**src/common/drct_pkg.sv**
```systemverilog
// Constants shared by the compressor timing control block
package drct_pkg;
  // Register indices; byte address is four times the index
  localparam logic [9:0] IDX_ENABLE = 10'h044;
  localparam logic [9:0] IDX_HOLD = 10'h045;
  localparam logic [9:0] IDX_RATE = 10'h046;
  localparam logic [9:0] IDX_STATUS = 10'h060;
  localparam logic [11:0] ADDR_ENABLE = {IDX_ENABLE, 2'b00};
  localparam logic [11:0] ADDR_HOLD = {IDX_HOLD, 2'b00};
  localparam logic [11:0] ADDR_RATE = {IDX_RATE, 2'b00};
  localparam logic [11:0] ADDR_STATUS = {IDX_STATUS, 2'b00};

  // Field positions
  localparam int EN_LEFT_BIT = 6;
  localparam int EN_RIGHT_BIT = 5;
  localparam int HOLD_LSB = 3;
  localparam int HOLD_MSB = 6;
  localparam int ATTACK_LSB = 4;
  localparam int ATTACK_MSB = 7;
  localparam int DECAY_LSB = 0;
  localparam int DECAY_MSB = 3;

  // Reset values
  localparam logic [3:0] HOLD_RST = 4'h7;
  localparam logic [3:0] ATTACK_RST = 4'h0;
  localparam logic [3:0] DECAY_RST = 4'h0;
  localparam logic EN_RST = 1'b0;

  // Hold lengths in DAC word clocks
  localparam int HOLD_W = 18;
  localparam logic [3:0] HOLD_OFF = 4'h0;
  localparam logic [3:0] HOLD_LAST_DOUBLING = 4'hB;
  localparam logic [3:0] HOLD_CODE_C = 4'hC;
  localparam logic [3:0] HOLD_CODE_D = 4'hD;
  localparam logic [HOLD_W-1:0] HOLD_BASE = 18'h00020;
  localparam logic [HOLD_W-1:0] HOLD_LEN_C = 18'h10000;
  localparam logic [HOLD_W-1:0] HOLD_LEN_D = 18'h18000;
  localparam logic [HOLD_W-1:0] HOLD_LEN_EF = 18'h28000;

  // Gain steps in dB, unsigned with 21 fraction bits
  localparam int STEP_W = 24;
  localparam logic [STEP_W-1:0] ATTACK_BASE_STEP = 24'h800000;
  localparam logic [STEP_W-1:0] DECAY_BASE_STEP = 24'h008000;
endpackage

```
**src/core/drct_hold_timer.sv**
```systemverilog
// Hold interval counter for one compressor channel
`timescale 1ns/1ns
module drct_hold_timer
  import drct_pkg::*;
(
  // Clock and reset
  input wire logic pclk,
  input wire logic presetn,
  // Control
  input wire logic chan_en,
  input wire logic start,
  input wire logic sample_tick,
  input wire logic [HOLD_W-1:0] hold_len,
  // State
  output logic hold_active
);
  logic [HOLD_W-1:0] cnt_r;
  logic [HOLD_W-1:0] cnt_nxt;
  wire cnt_zero = (cnt_r == '0);
  wire cnt_dec = sample_tick && !cnt_zero;

  assign cnt_nxt = !chan_en ? '0 :
                   start ? hold_len :
                   cnt_dec ? cnt_r - 18'h00001 : cnt_r;

  always_ff @(posedge pclk or negedge presetn) begin
    if (!presetn) begin
      cnt_r <= '0;
      hold_active <= 1'b0;
    end else begin
      cnt_r <= cnt_nxt;
      hold_active <= (cnt_nxt != '0);
    end
  end
endmodule

```
**src/core/drct_timing_ctrl.sv**
```systemverilog
// Compressor hold, attack and decay timing control with APB registers
//
// Operation
// - Hold code zero off, one 32, doubling
// - Upper hold codes 65536, 98304, 163840
// - Hold code zero applies no hold
// - Attack code halves 4 dB step
// - Slowest attack code gives base over 2^15
// - Decay step 0.015625 dB over 2^code
// - Separate left and right compressor enables
//
// Decided for this implementation: register access over APB.
`timescale 1ns/1ns
module drct_timing_ctrl
  import drct_pkg::*;
(
  // APB slave
  input wire logic pclk,
  input wire logic presetn,
  input wire logic psel,
  input wire logic penable,
  input wire logic pwrite,
  input wire logic [11:0] paddr,
  input wire logic [31:0] pwdata,
  input wire logic [3:0] pstrb,
  output logic [31:0] prdata,
  output logic pready,
  output logic pslverr,
  // DAC word clock pin
  input wire logic word_clk,
  // Hold requests from gain computation
  input wire logic left_hold_start,
  input wire logic right_hold_start,
  // Timing outputs
  output logic left_comp_en,
  output logic right_comp_en,
  output logic left_hold_active,
  output logic right_hold_active,
  output logic [STEP_W-1:0] attack_step,
  output logic [STEP_W-1:0] decay_step,
  output logic sample_tick
);
  // Word clock synchroniser and edge detect
  logic wc_s1_r;
  logic wc_s2_r;
  logic wc_s3_r;
  wire tick = wc_s2_r && !wc_s3_r;

  always_ff @(posedge pclk or negedge presetn) begin
    if (!presetn) begin
      wc_s1_r <= 1'b0;
      wc_s2_r <= 1'b0;
      wc_s3_r <= 1'b0;
    end else begin
      wc_s1_r <= word_clk;
      wc_s2_r <= wc_s1_r;
      wc_s3_r <= wc_s2_r;
    end
  end

  // Registers
  logic left_en_r;
  logic right_en_r;
  logic [3:0] hold_code_r;
  logic [3:0] attack_code_r;
  logic [3:0] decay_code_r;

  // Bus decode
  wire setup = psel && !penable;
  wire commit = psel && penable && pready;
  wire hit_en = (paddr == ADDR_ENABLE);
  wire hit_hold = (paddr == ADDR_HOLD);
  wire hit_rate = (paddr == ADDR_RATE);
  wire hit_stat = (paddr == ADDR_STATUS);
  wire mapped = hit_en || hit_hold || hit_rate || hit_stat;
  // Status is read only, so a write there is refused too
  wire bad = !mapped || (pwrite && hit_stat);
  wire wr_ok = commit && pwrite && !pslverr && pstrb[0];
  wire [7:0] wb = pwdata[7:0];

  wire [7:0] rd_en = {1'b0, left_en_r, right_en_r, 5'h00};
  // Reserved bits are not stored, read zero
  wire [7:0] rd_hold = {1'b0, hold_code_r, 3'h0};
  wire [7:0] rd_rate = {attack_code_r, decay_code_r};
  wire [7:0] rd_stat = {5'h00, sample_tick, right_hold_active,
                        left_hold_active};
  wire [7:0] rd_byte = hit_en ? rd_en :
                       hit_hold ? rd_hold :
                       hit_rate ? rd_rate :
                       hit_stat ? rd_stat : 8'h00;

  // One wait-free access phase; answer is prepared in setup
  always_ff @(posedge pclk or negedge presetn) begin
    if (!presetn) begin
      pready <= 1'b0;
      pslverr <= 1'b0;
      prdata <= 32'h00000000;
    end else begin
      pready <= setup;
      pslverr <= setup && bad;
      if (setup) begin
        prdata <= (pwrite || bad) ? 32'h00000000 : {24'h000000, rd_byte};
      end
    end
  end

  always_ff @(posedge pclk or negedge presetn) begin
    if (!presetn) begin
      left_en_r <= EN_RST;
      right_en_r <= EN_RST;
    end else if (wr_ok && hit_en) begin
      left_en_r <= wb[EN_LEFT_BIT];
      right_en_r <= wb[EN_RIGHT_BIT];
    end
  end

  always_ff @(posedge pclk or negedge presetn) begin
    if (!presetn) begin
      hold_code_r <= HOLD_RST;
    end else if (wr_ok && hit_hold) begin
      hold_code_r <= wb[HOLD_MSB:HOLD_LSB];
    end
  end

  always_ff @(posedge pclk or negedge presetn) begin
    if (!presetn) begin
      attack_code_r <= ATTACK_RST;
      decay_code_r <= DECAY_RST;
    end else if (wr_ok && hit_rate) begin
      attack_code_r <= wb[ATTACK_MSB:ATTACK_LSB];
      decay_code_r <= wb[DECAY_MSB:DECAY_LSB];
    end
  end

  // Hold length lookup
  // Off at zero, doubling from 32
  wire [3:0] hold_shift = hold_code_r - 4'h1;
  wire [HOLD_W-1:0] hold_len =
    (hold_code_r == HOLD_OFF) ? '0 :
    (hold_code_r <= HOLD_LAST_DOUBLING) ? HOLD_BASE << hold_shift :
    (hold_code_r == HOLD_CODE_C) ? HOLD_LEN_C :
    (hold_code_r == HOLD_CODE_D) ? HOLD_LEN_D : HOLD_LEN_EF;

  // Code 15 gives base over 2^15
  wire [STEP_W-1:0] attack_nxt = ATTACK_BASE_STEP >> attack_code_r;
  wire [STEP_W-1:0] decay_nxt = DECAY_BASE_STEP >> decay_code_r;

  // Steps change only at a word clock
  // Avoids a step changing in mid sample
  always_ff @(posedge pclk or negedge presetn) begin
    if (!presetn) begin
      attack_step <= ATTACK_BASE_STEP;
      decay_step <= DECAY_BASE_STEP;
      sample_tick <= 1'b0;
      left_comp_en <= EN_RST;
      right_comp_en <= EN_RST;
    end else begin
      sample_tick <= tick;
      left_comp_en <= left_en_r;
      right_comp_en <= right_en_r;
      if (tick) begin
        attack_step <= attack_nxt;
        decay_step <= decay_nxt;
      end
    end
  end

  drct_hold_timer u_left_hold (
    .pclk(pclk),
    .presetn(presetn),
    .chan_en(left_en_r),
    .start(left_hold_start),
    .sample_tick(tick),
    .hold_len(hold_len),
    .hold_active(left_hold_active)
  );

  drct_hold_timer u_right_hold (
    .pclk(pclk),
    .presetn(presetn),
    .chan_en(right_en_r),
    .start(right_hold_start),
    .sample_tick(tick),
    .hold_len(hold_len),
    .hold_active(right_hold_active)
  );
endmodule

```
**config.mk**
```make
export PLATFORM = sky130hd
export DESIGN_NAME = drct_timing_ctrl
export DESIGN_NICKNAME = d
export VERILOG_FILES = /design/src/common/drct_pkg.sv /design/src/core/drct_hold_timer.sv /design/src/core/drct_timing_ctrl.sv
export SDC_FILE = /design/constraint.sdc
export NUM_CORES = 1
export LEC_CHECK = 0
export BUFFER_PORTS_ARGS = -buffer_cell sky130_fd_sc_hd__clkbuf_2
export CAP_MARGIN = 20
export CELL_PAD_IN_SITES_DETAIL_PLACEMENT = 2
export CELL_PAD_IN_SITES_GLOBAL_PLACEMENT = 2
export CORE_AREA = 4 4 155 157
export DETAILED_ROUTE_END_ITERATION = 8
export DIE_AREA = 0 0 159 161
export GPL_TIMING_DRIVEN = 1
export PLACE_DENSITY = 0.69
export RECOVER_POWER = 100
export SYNTH_ARGS = -nofsm -noshare
export SYNTH_HDL_FRONTEND = slang
export SYNTH_HIERARCHICAL = 1
export SYNTH_SLANG_ARGS = --single-unit
```
**constraint.sdc**
```tcl
create_clock -name pclk -period 4.1 [get_ports pclk]
set_input_delay 0.82 -clock pclk [delete_from_list [all_inputs] [get_ports pclk]]
set_output_delay 0.82 -clock pclk [all_outputs]
set_load 0.05 [all_outputs]
```
==> flow_summary_export.csv <==
group,metric,value,unit
outcome,status,"finished with violations",
outcome,violations,"max-capacitance violations, max-slew violations",
logic_synthesis,synth_compound_gate_area_share,17.1,%
placed_design,place.detailed.instances,917,
placed_design,portBuffers,75,
job,maxCapViolCount,2,
clock_network,cts_root_buf,"sky130_fd_sc_hd__clkbuf_16",
logic_synthesis,synth.yosys.seq_area_share,44.9,%
pwr,power_density,334,nW/um^2
grt,grt_pass1_vias,5147,
pwr,vdd_drop_max,0.202,mV
final_layout,final.fill_count,2557,
placed_design,post_dp_cell_area,6110,um^2
clock_network,h-tree-depth,3,
placed_design,gp_congestion,0.800,
floorplan,num_io_pins,143,
critical_path,crit_path_top_delay_cell,"sky130_fd_sc_hd__or4_1",
logic_synthesis,synth_edf_count,0,
placed_design,preCtsSetupSlack,730,ps
timing,skew,6.87,ps
timing,relSlewSlack,-109,%
route,route.vias.total,4679,
final_layout,area.growth.synth_to_final,12.5,%
grt,grt.busiest_layer,"met2",
logic_synthesis,yosys_register_bits,100,
logic_synthesis,yosys_warnings,6,
clock_network,clockBufferDepth,2,
floorplan,floorplan.die.height,161,um
timing,timing.final.crit_share,84.6,%
critical_path,kind_of_end_point_of_the_critical_path,"flip-flop",
clock_network,worst_setup_hold_path_clk_slew,70,ps
timing,report.final.hold_viol_count,0,
critical_path,cp_data_arrival_time,3680,ps
timing,final-setup-viol-count,0,
logic_synthesis,combinational_family_with_the_most_area_after_synthesis,"simple AND/OR/NAND/NOR gates",
timing,post-route-min-period,3470,ps
grt,global_route_overflow,0,
final_layout,final_nets,701,
grt,antenna_found_initial,0,
clock_network,tritoncts.num_buffers,9,
critical_path,timing.critical_path.max_delay_family,"simple AND/OR/NAND/NOR gates",
critical_path,required,4310,ps
pwr,p_leak,2.87,nW
route,post-route-drc-count,0,
critical_path,timing.critical_path.from_type,"flip-flop",
floorplan,rows,55,
route,first_iter_violations,165,
timing,max_clock_freq,0.288,GHz
floorplan,dieWidth,159,um
final_layout,post_route_cells_drive_above_1_share,9.41,%
route,routed_wire_length_per_instance,19.0,um
route,via_per_inst,5.02,
logic_synthesis,synth.area.top_cells,"sky130_fd_sc_hd__dfrtp_1, sky130_fd_sc_hd__buf_4, sky130_fd_sc_hd__o21ai_0",
clock_network,post_cts.repair.setup_buffers,0,
logic_synthesis,syn-mean-instance-area,9.73,um^2
critical_path,crit_path_max_fanout,13,
logic_synthesis,post_synth_num_cell_types,64,
timing,worstMarginPinSlew,3140,ps
clock_network,postCtsHoldBufs,0,
final_layout,antenna_cells,0,
grt,grt_first_pass_wirelength,28600,um
floorplan,start_util,24.8,%
route,finalWirelength,17700,um
logic_synthesis,synthesis.instances,574,
critical_path,worst-setup-path-type,"reg -> reg",
placed_design,dpl.hpwl,13500,um
timing,tightest_hold_margin,368,ps
timing,slew_violations,99,
grt,grt_use_met3,2.93,%
clock_network,clkSinkCount,100,
logic_synthesis,yosysTopAreaCellShare,42.5,%
grt,grt_use_met2,23.8,%
critical_path,critical_path.n_buffers_inverters,2,
timing,rsz0062_at_grt,"no",
clock_network,tritoncts,"yes",
final_layout,stdcell_count,933,
logic_synthesis,yosys.area.top_type,"sky130_fd_sc_hd__dfrtp_1",
timing,finalSetupTns,0,ps
route,antenna_left,0,
grt,combined_global_route_utilization_of_all_metal_layers,13.7,%
grt,largest_net_degree_at_the_start_of_global_routing,56,
floorplan,design.core.area,22500,um^2
logic_synthesis,ys_dominant_reg_cell,"sky130_fd_sc_hd__dfrtp_1",
critical_path,critical_path.cell_chain,"nand2b_1 -> inv_1 -> nor4bb_1 -> clkbuf_1 -> nand2_1 -> o31a_1 -> o311a_1 -> or4_1 -> nor4_1 -> nand3_2",
grt,gr-usage-met1,17.6,%
timing,post_layout_worst_setup_margin,632,ps
worst_hold_path,worstHoldPathType,"reg -> reg",
logic_synthesis,synth_simple_gate_area_share,21.9,%
floorplan,dieArea,25600,um^2
logic_synthesis,synth_async_sr_flop_share,100,%
final_layout,stdcell_area,6290,um^2
logic_synthesis,synthXorXnorAreaFrac,1.88,%
logic_synthesis,synth_mux_area_share,4.66,%
route,detail_route.first_pass.iterations,4,
clock_network,ctsResizeCount,0,
logic_synthesis,mappedNetlistArea,5590,um^2
clock_network,worst_skew_pair.late_latency,350,ps
logic_synthesis,post_synth_fa_ha_maj_area_fraction,0.448,%
critical_path,worst_path_largest_cell_delay,510,ps
cell families (layout without fill, tap and decap cells):
family,Yosys count,after routing
and+or+nand+nor,209,209
AOI/OAI and AO/OA,141,141
DFF,100,100
buffers and inverters,88,113
muxes,21,21
xor gates and xnor gates,12,12
adders and majority gates,2,2
other,1,50
synthesized netlist by cell type, types with 12 or more instances:
master and count:
sky130_fd_sc_hd__buf_4 40, sky130_fd_sc_hd__nor3_1 15, sky130_fd_sc_hd__a22o_1 13, sky130_fd_sc_hd__nor2_1 30, sky130_fd_sc_hd__clkbuf_1 22, sky130_fd_sc_hd__o21ai_0 47, sky130_fd_sc_hd__or4_1 12, sky130_fd_sc_hd__nand2_1 40
sky130_fd_sc_hd__inv_1 15, sky130_fd_sc_hd__dfrtp_1 95, sky130_fd_sc_hd__a21oi_1 21, sky130_fd_sc_hd__nor4_1 20, sky130_fd_sc_hd__nand2b_1 24
final cells by class:
cell class / instances / area, um^2 / area share [%]
repair buffers: 82 / 349 / 5.55
clock buffers: 10 / 239 / 3.80
flip-flops and latches: 100 / 2510 / 39.9
inverters: 15 / 56.3 / 0.896
well taps: 285 / 357 / 5.67
clock inverters: 6 / 70.1 / 1.11
multi-input cells: 435 / 2710 / 43.1
layer usage:
| layer | up-vias | wire length, um |
|---|---|---|
| met1 | 2402 | 8010 |
| met3 | 11 | 669 |
| li1 | 2179 | - |
| met4 | 0 | 152 |
| met2 | 87 | 8870 |
| met5 | - | 0 |
worst reg2reg max path, delay by kind of cell, from the launching register on:
kind	cells	cell delay (ps)
AOI/OAI and AO/OA	2	620
buffers and inverters	2	650
DFF	1	360
and+or+nand+nor	6	1690
registers in the layout, indices dropped and copies added, names as in the netlist, 4 cells and up:
signal and cells:
u_right_hold/cnt_r 18, decay_step 16, prdata 8, u_left_hold/cnt_r 18
attack_step 16, hold_code_r 4, decay_code_r 4, attack_code_r 4
where the power goes:
part           switching, W  internal [W]
registers        0.00000328      0.000993
logic              0.000172     0.0000273
clock network      0.000410      0.000496
placed cells by master, fill, tap and decap left out, drive strengths merged, types with 7 or more instances in the layout:
master  instances
dfrtp          95
clkbuf         89
conb           50
o21ai          47
nand2          40
nor2           30
nand2b         25
a21oi          21
nor4           20
inv            17
mux2           16
nor3           15
or4            14
a22o           13
nand3          11
a31oi           9
nor2b           8
nand4           8
or3             8
a32o            7
worst paths after layout:
check	startpoint	endpoint	slack [ps]	cells after the start
setup reg to reg	wc_s3_r$_DFF_PN0_	u_left_hold/hold_active$_DFF_PN0_	630	10
max in group asynchronous	presetn	attack_code_r[0]$_DFFE_PN0P_	830	1
hold reg to reg	wc_s1_r$_DFF_PN0_	wc_s2_r$_DFF_PN0_	370	0
hold / removal	wc_s1_r$_DFF_PN0_	wc_s2_r$_DFF_PN0_	370	0
min in group asynchronous	presetn	attack_step[17]$_DFFE_PN0P_	1500	1
setup / recovery	wc_s3_r$_DFF_PN0_	u_left_hold/hold_active$_DFF_PN0_	630	10
metrics by stage:
step                      utilization, %  total power, W
after floorplan                        -         0.00118
after global placement              27.2         0.00122
after detailed placement            27.2         0.00122
after CTS                           28.5         0.00214
after global routing                27.9         0.00219
final                               27.9         0.00210
Note: power is estimated with default switching activity, not from simulation.
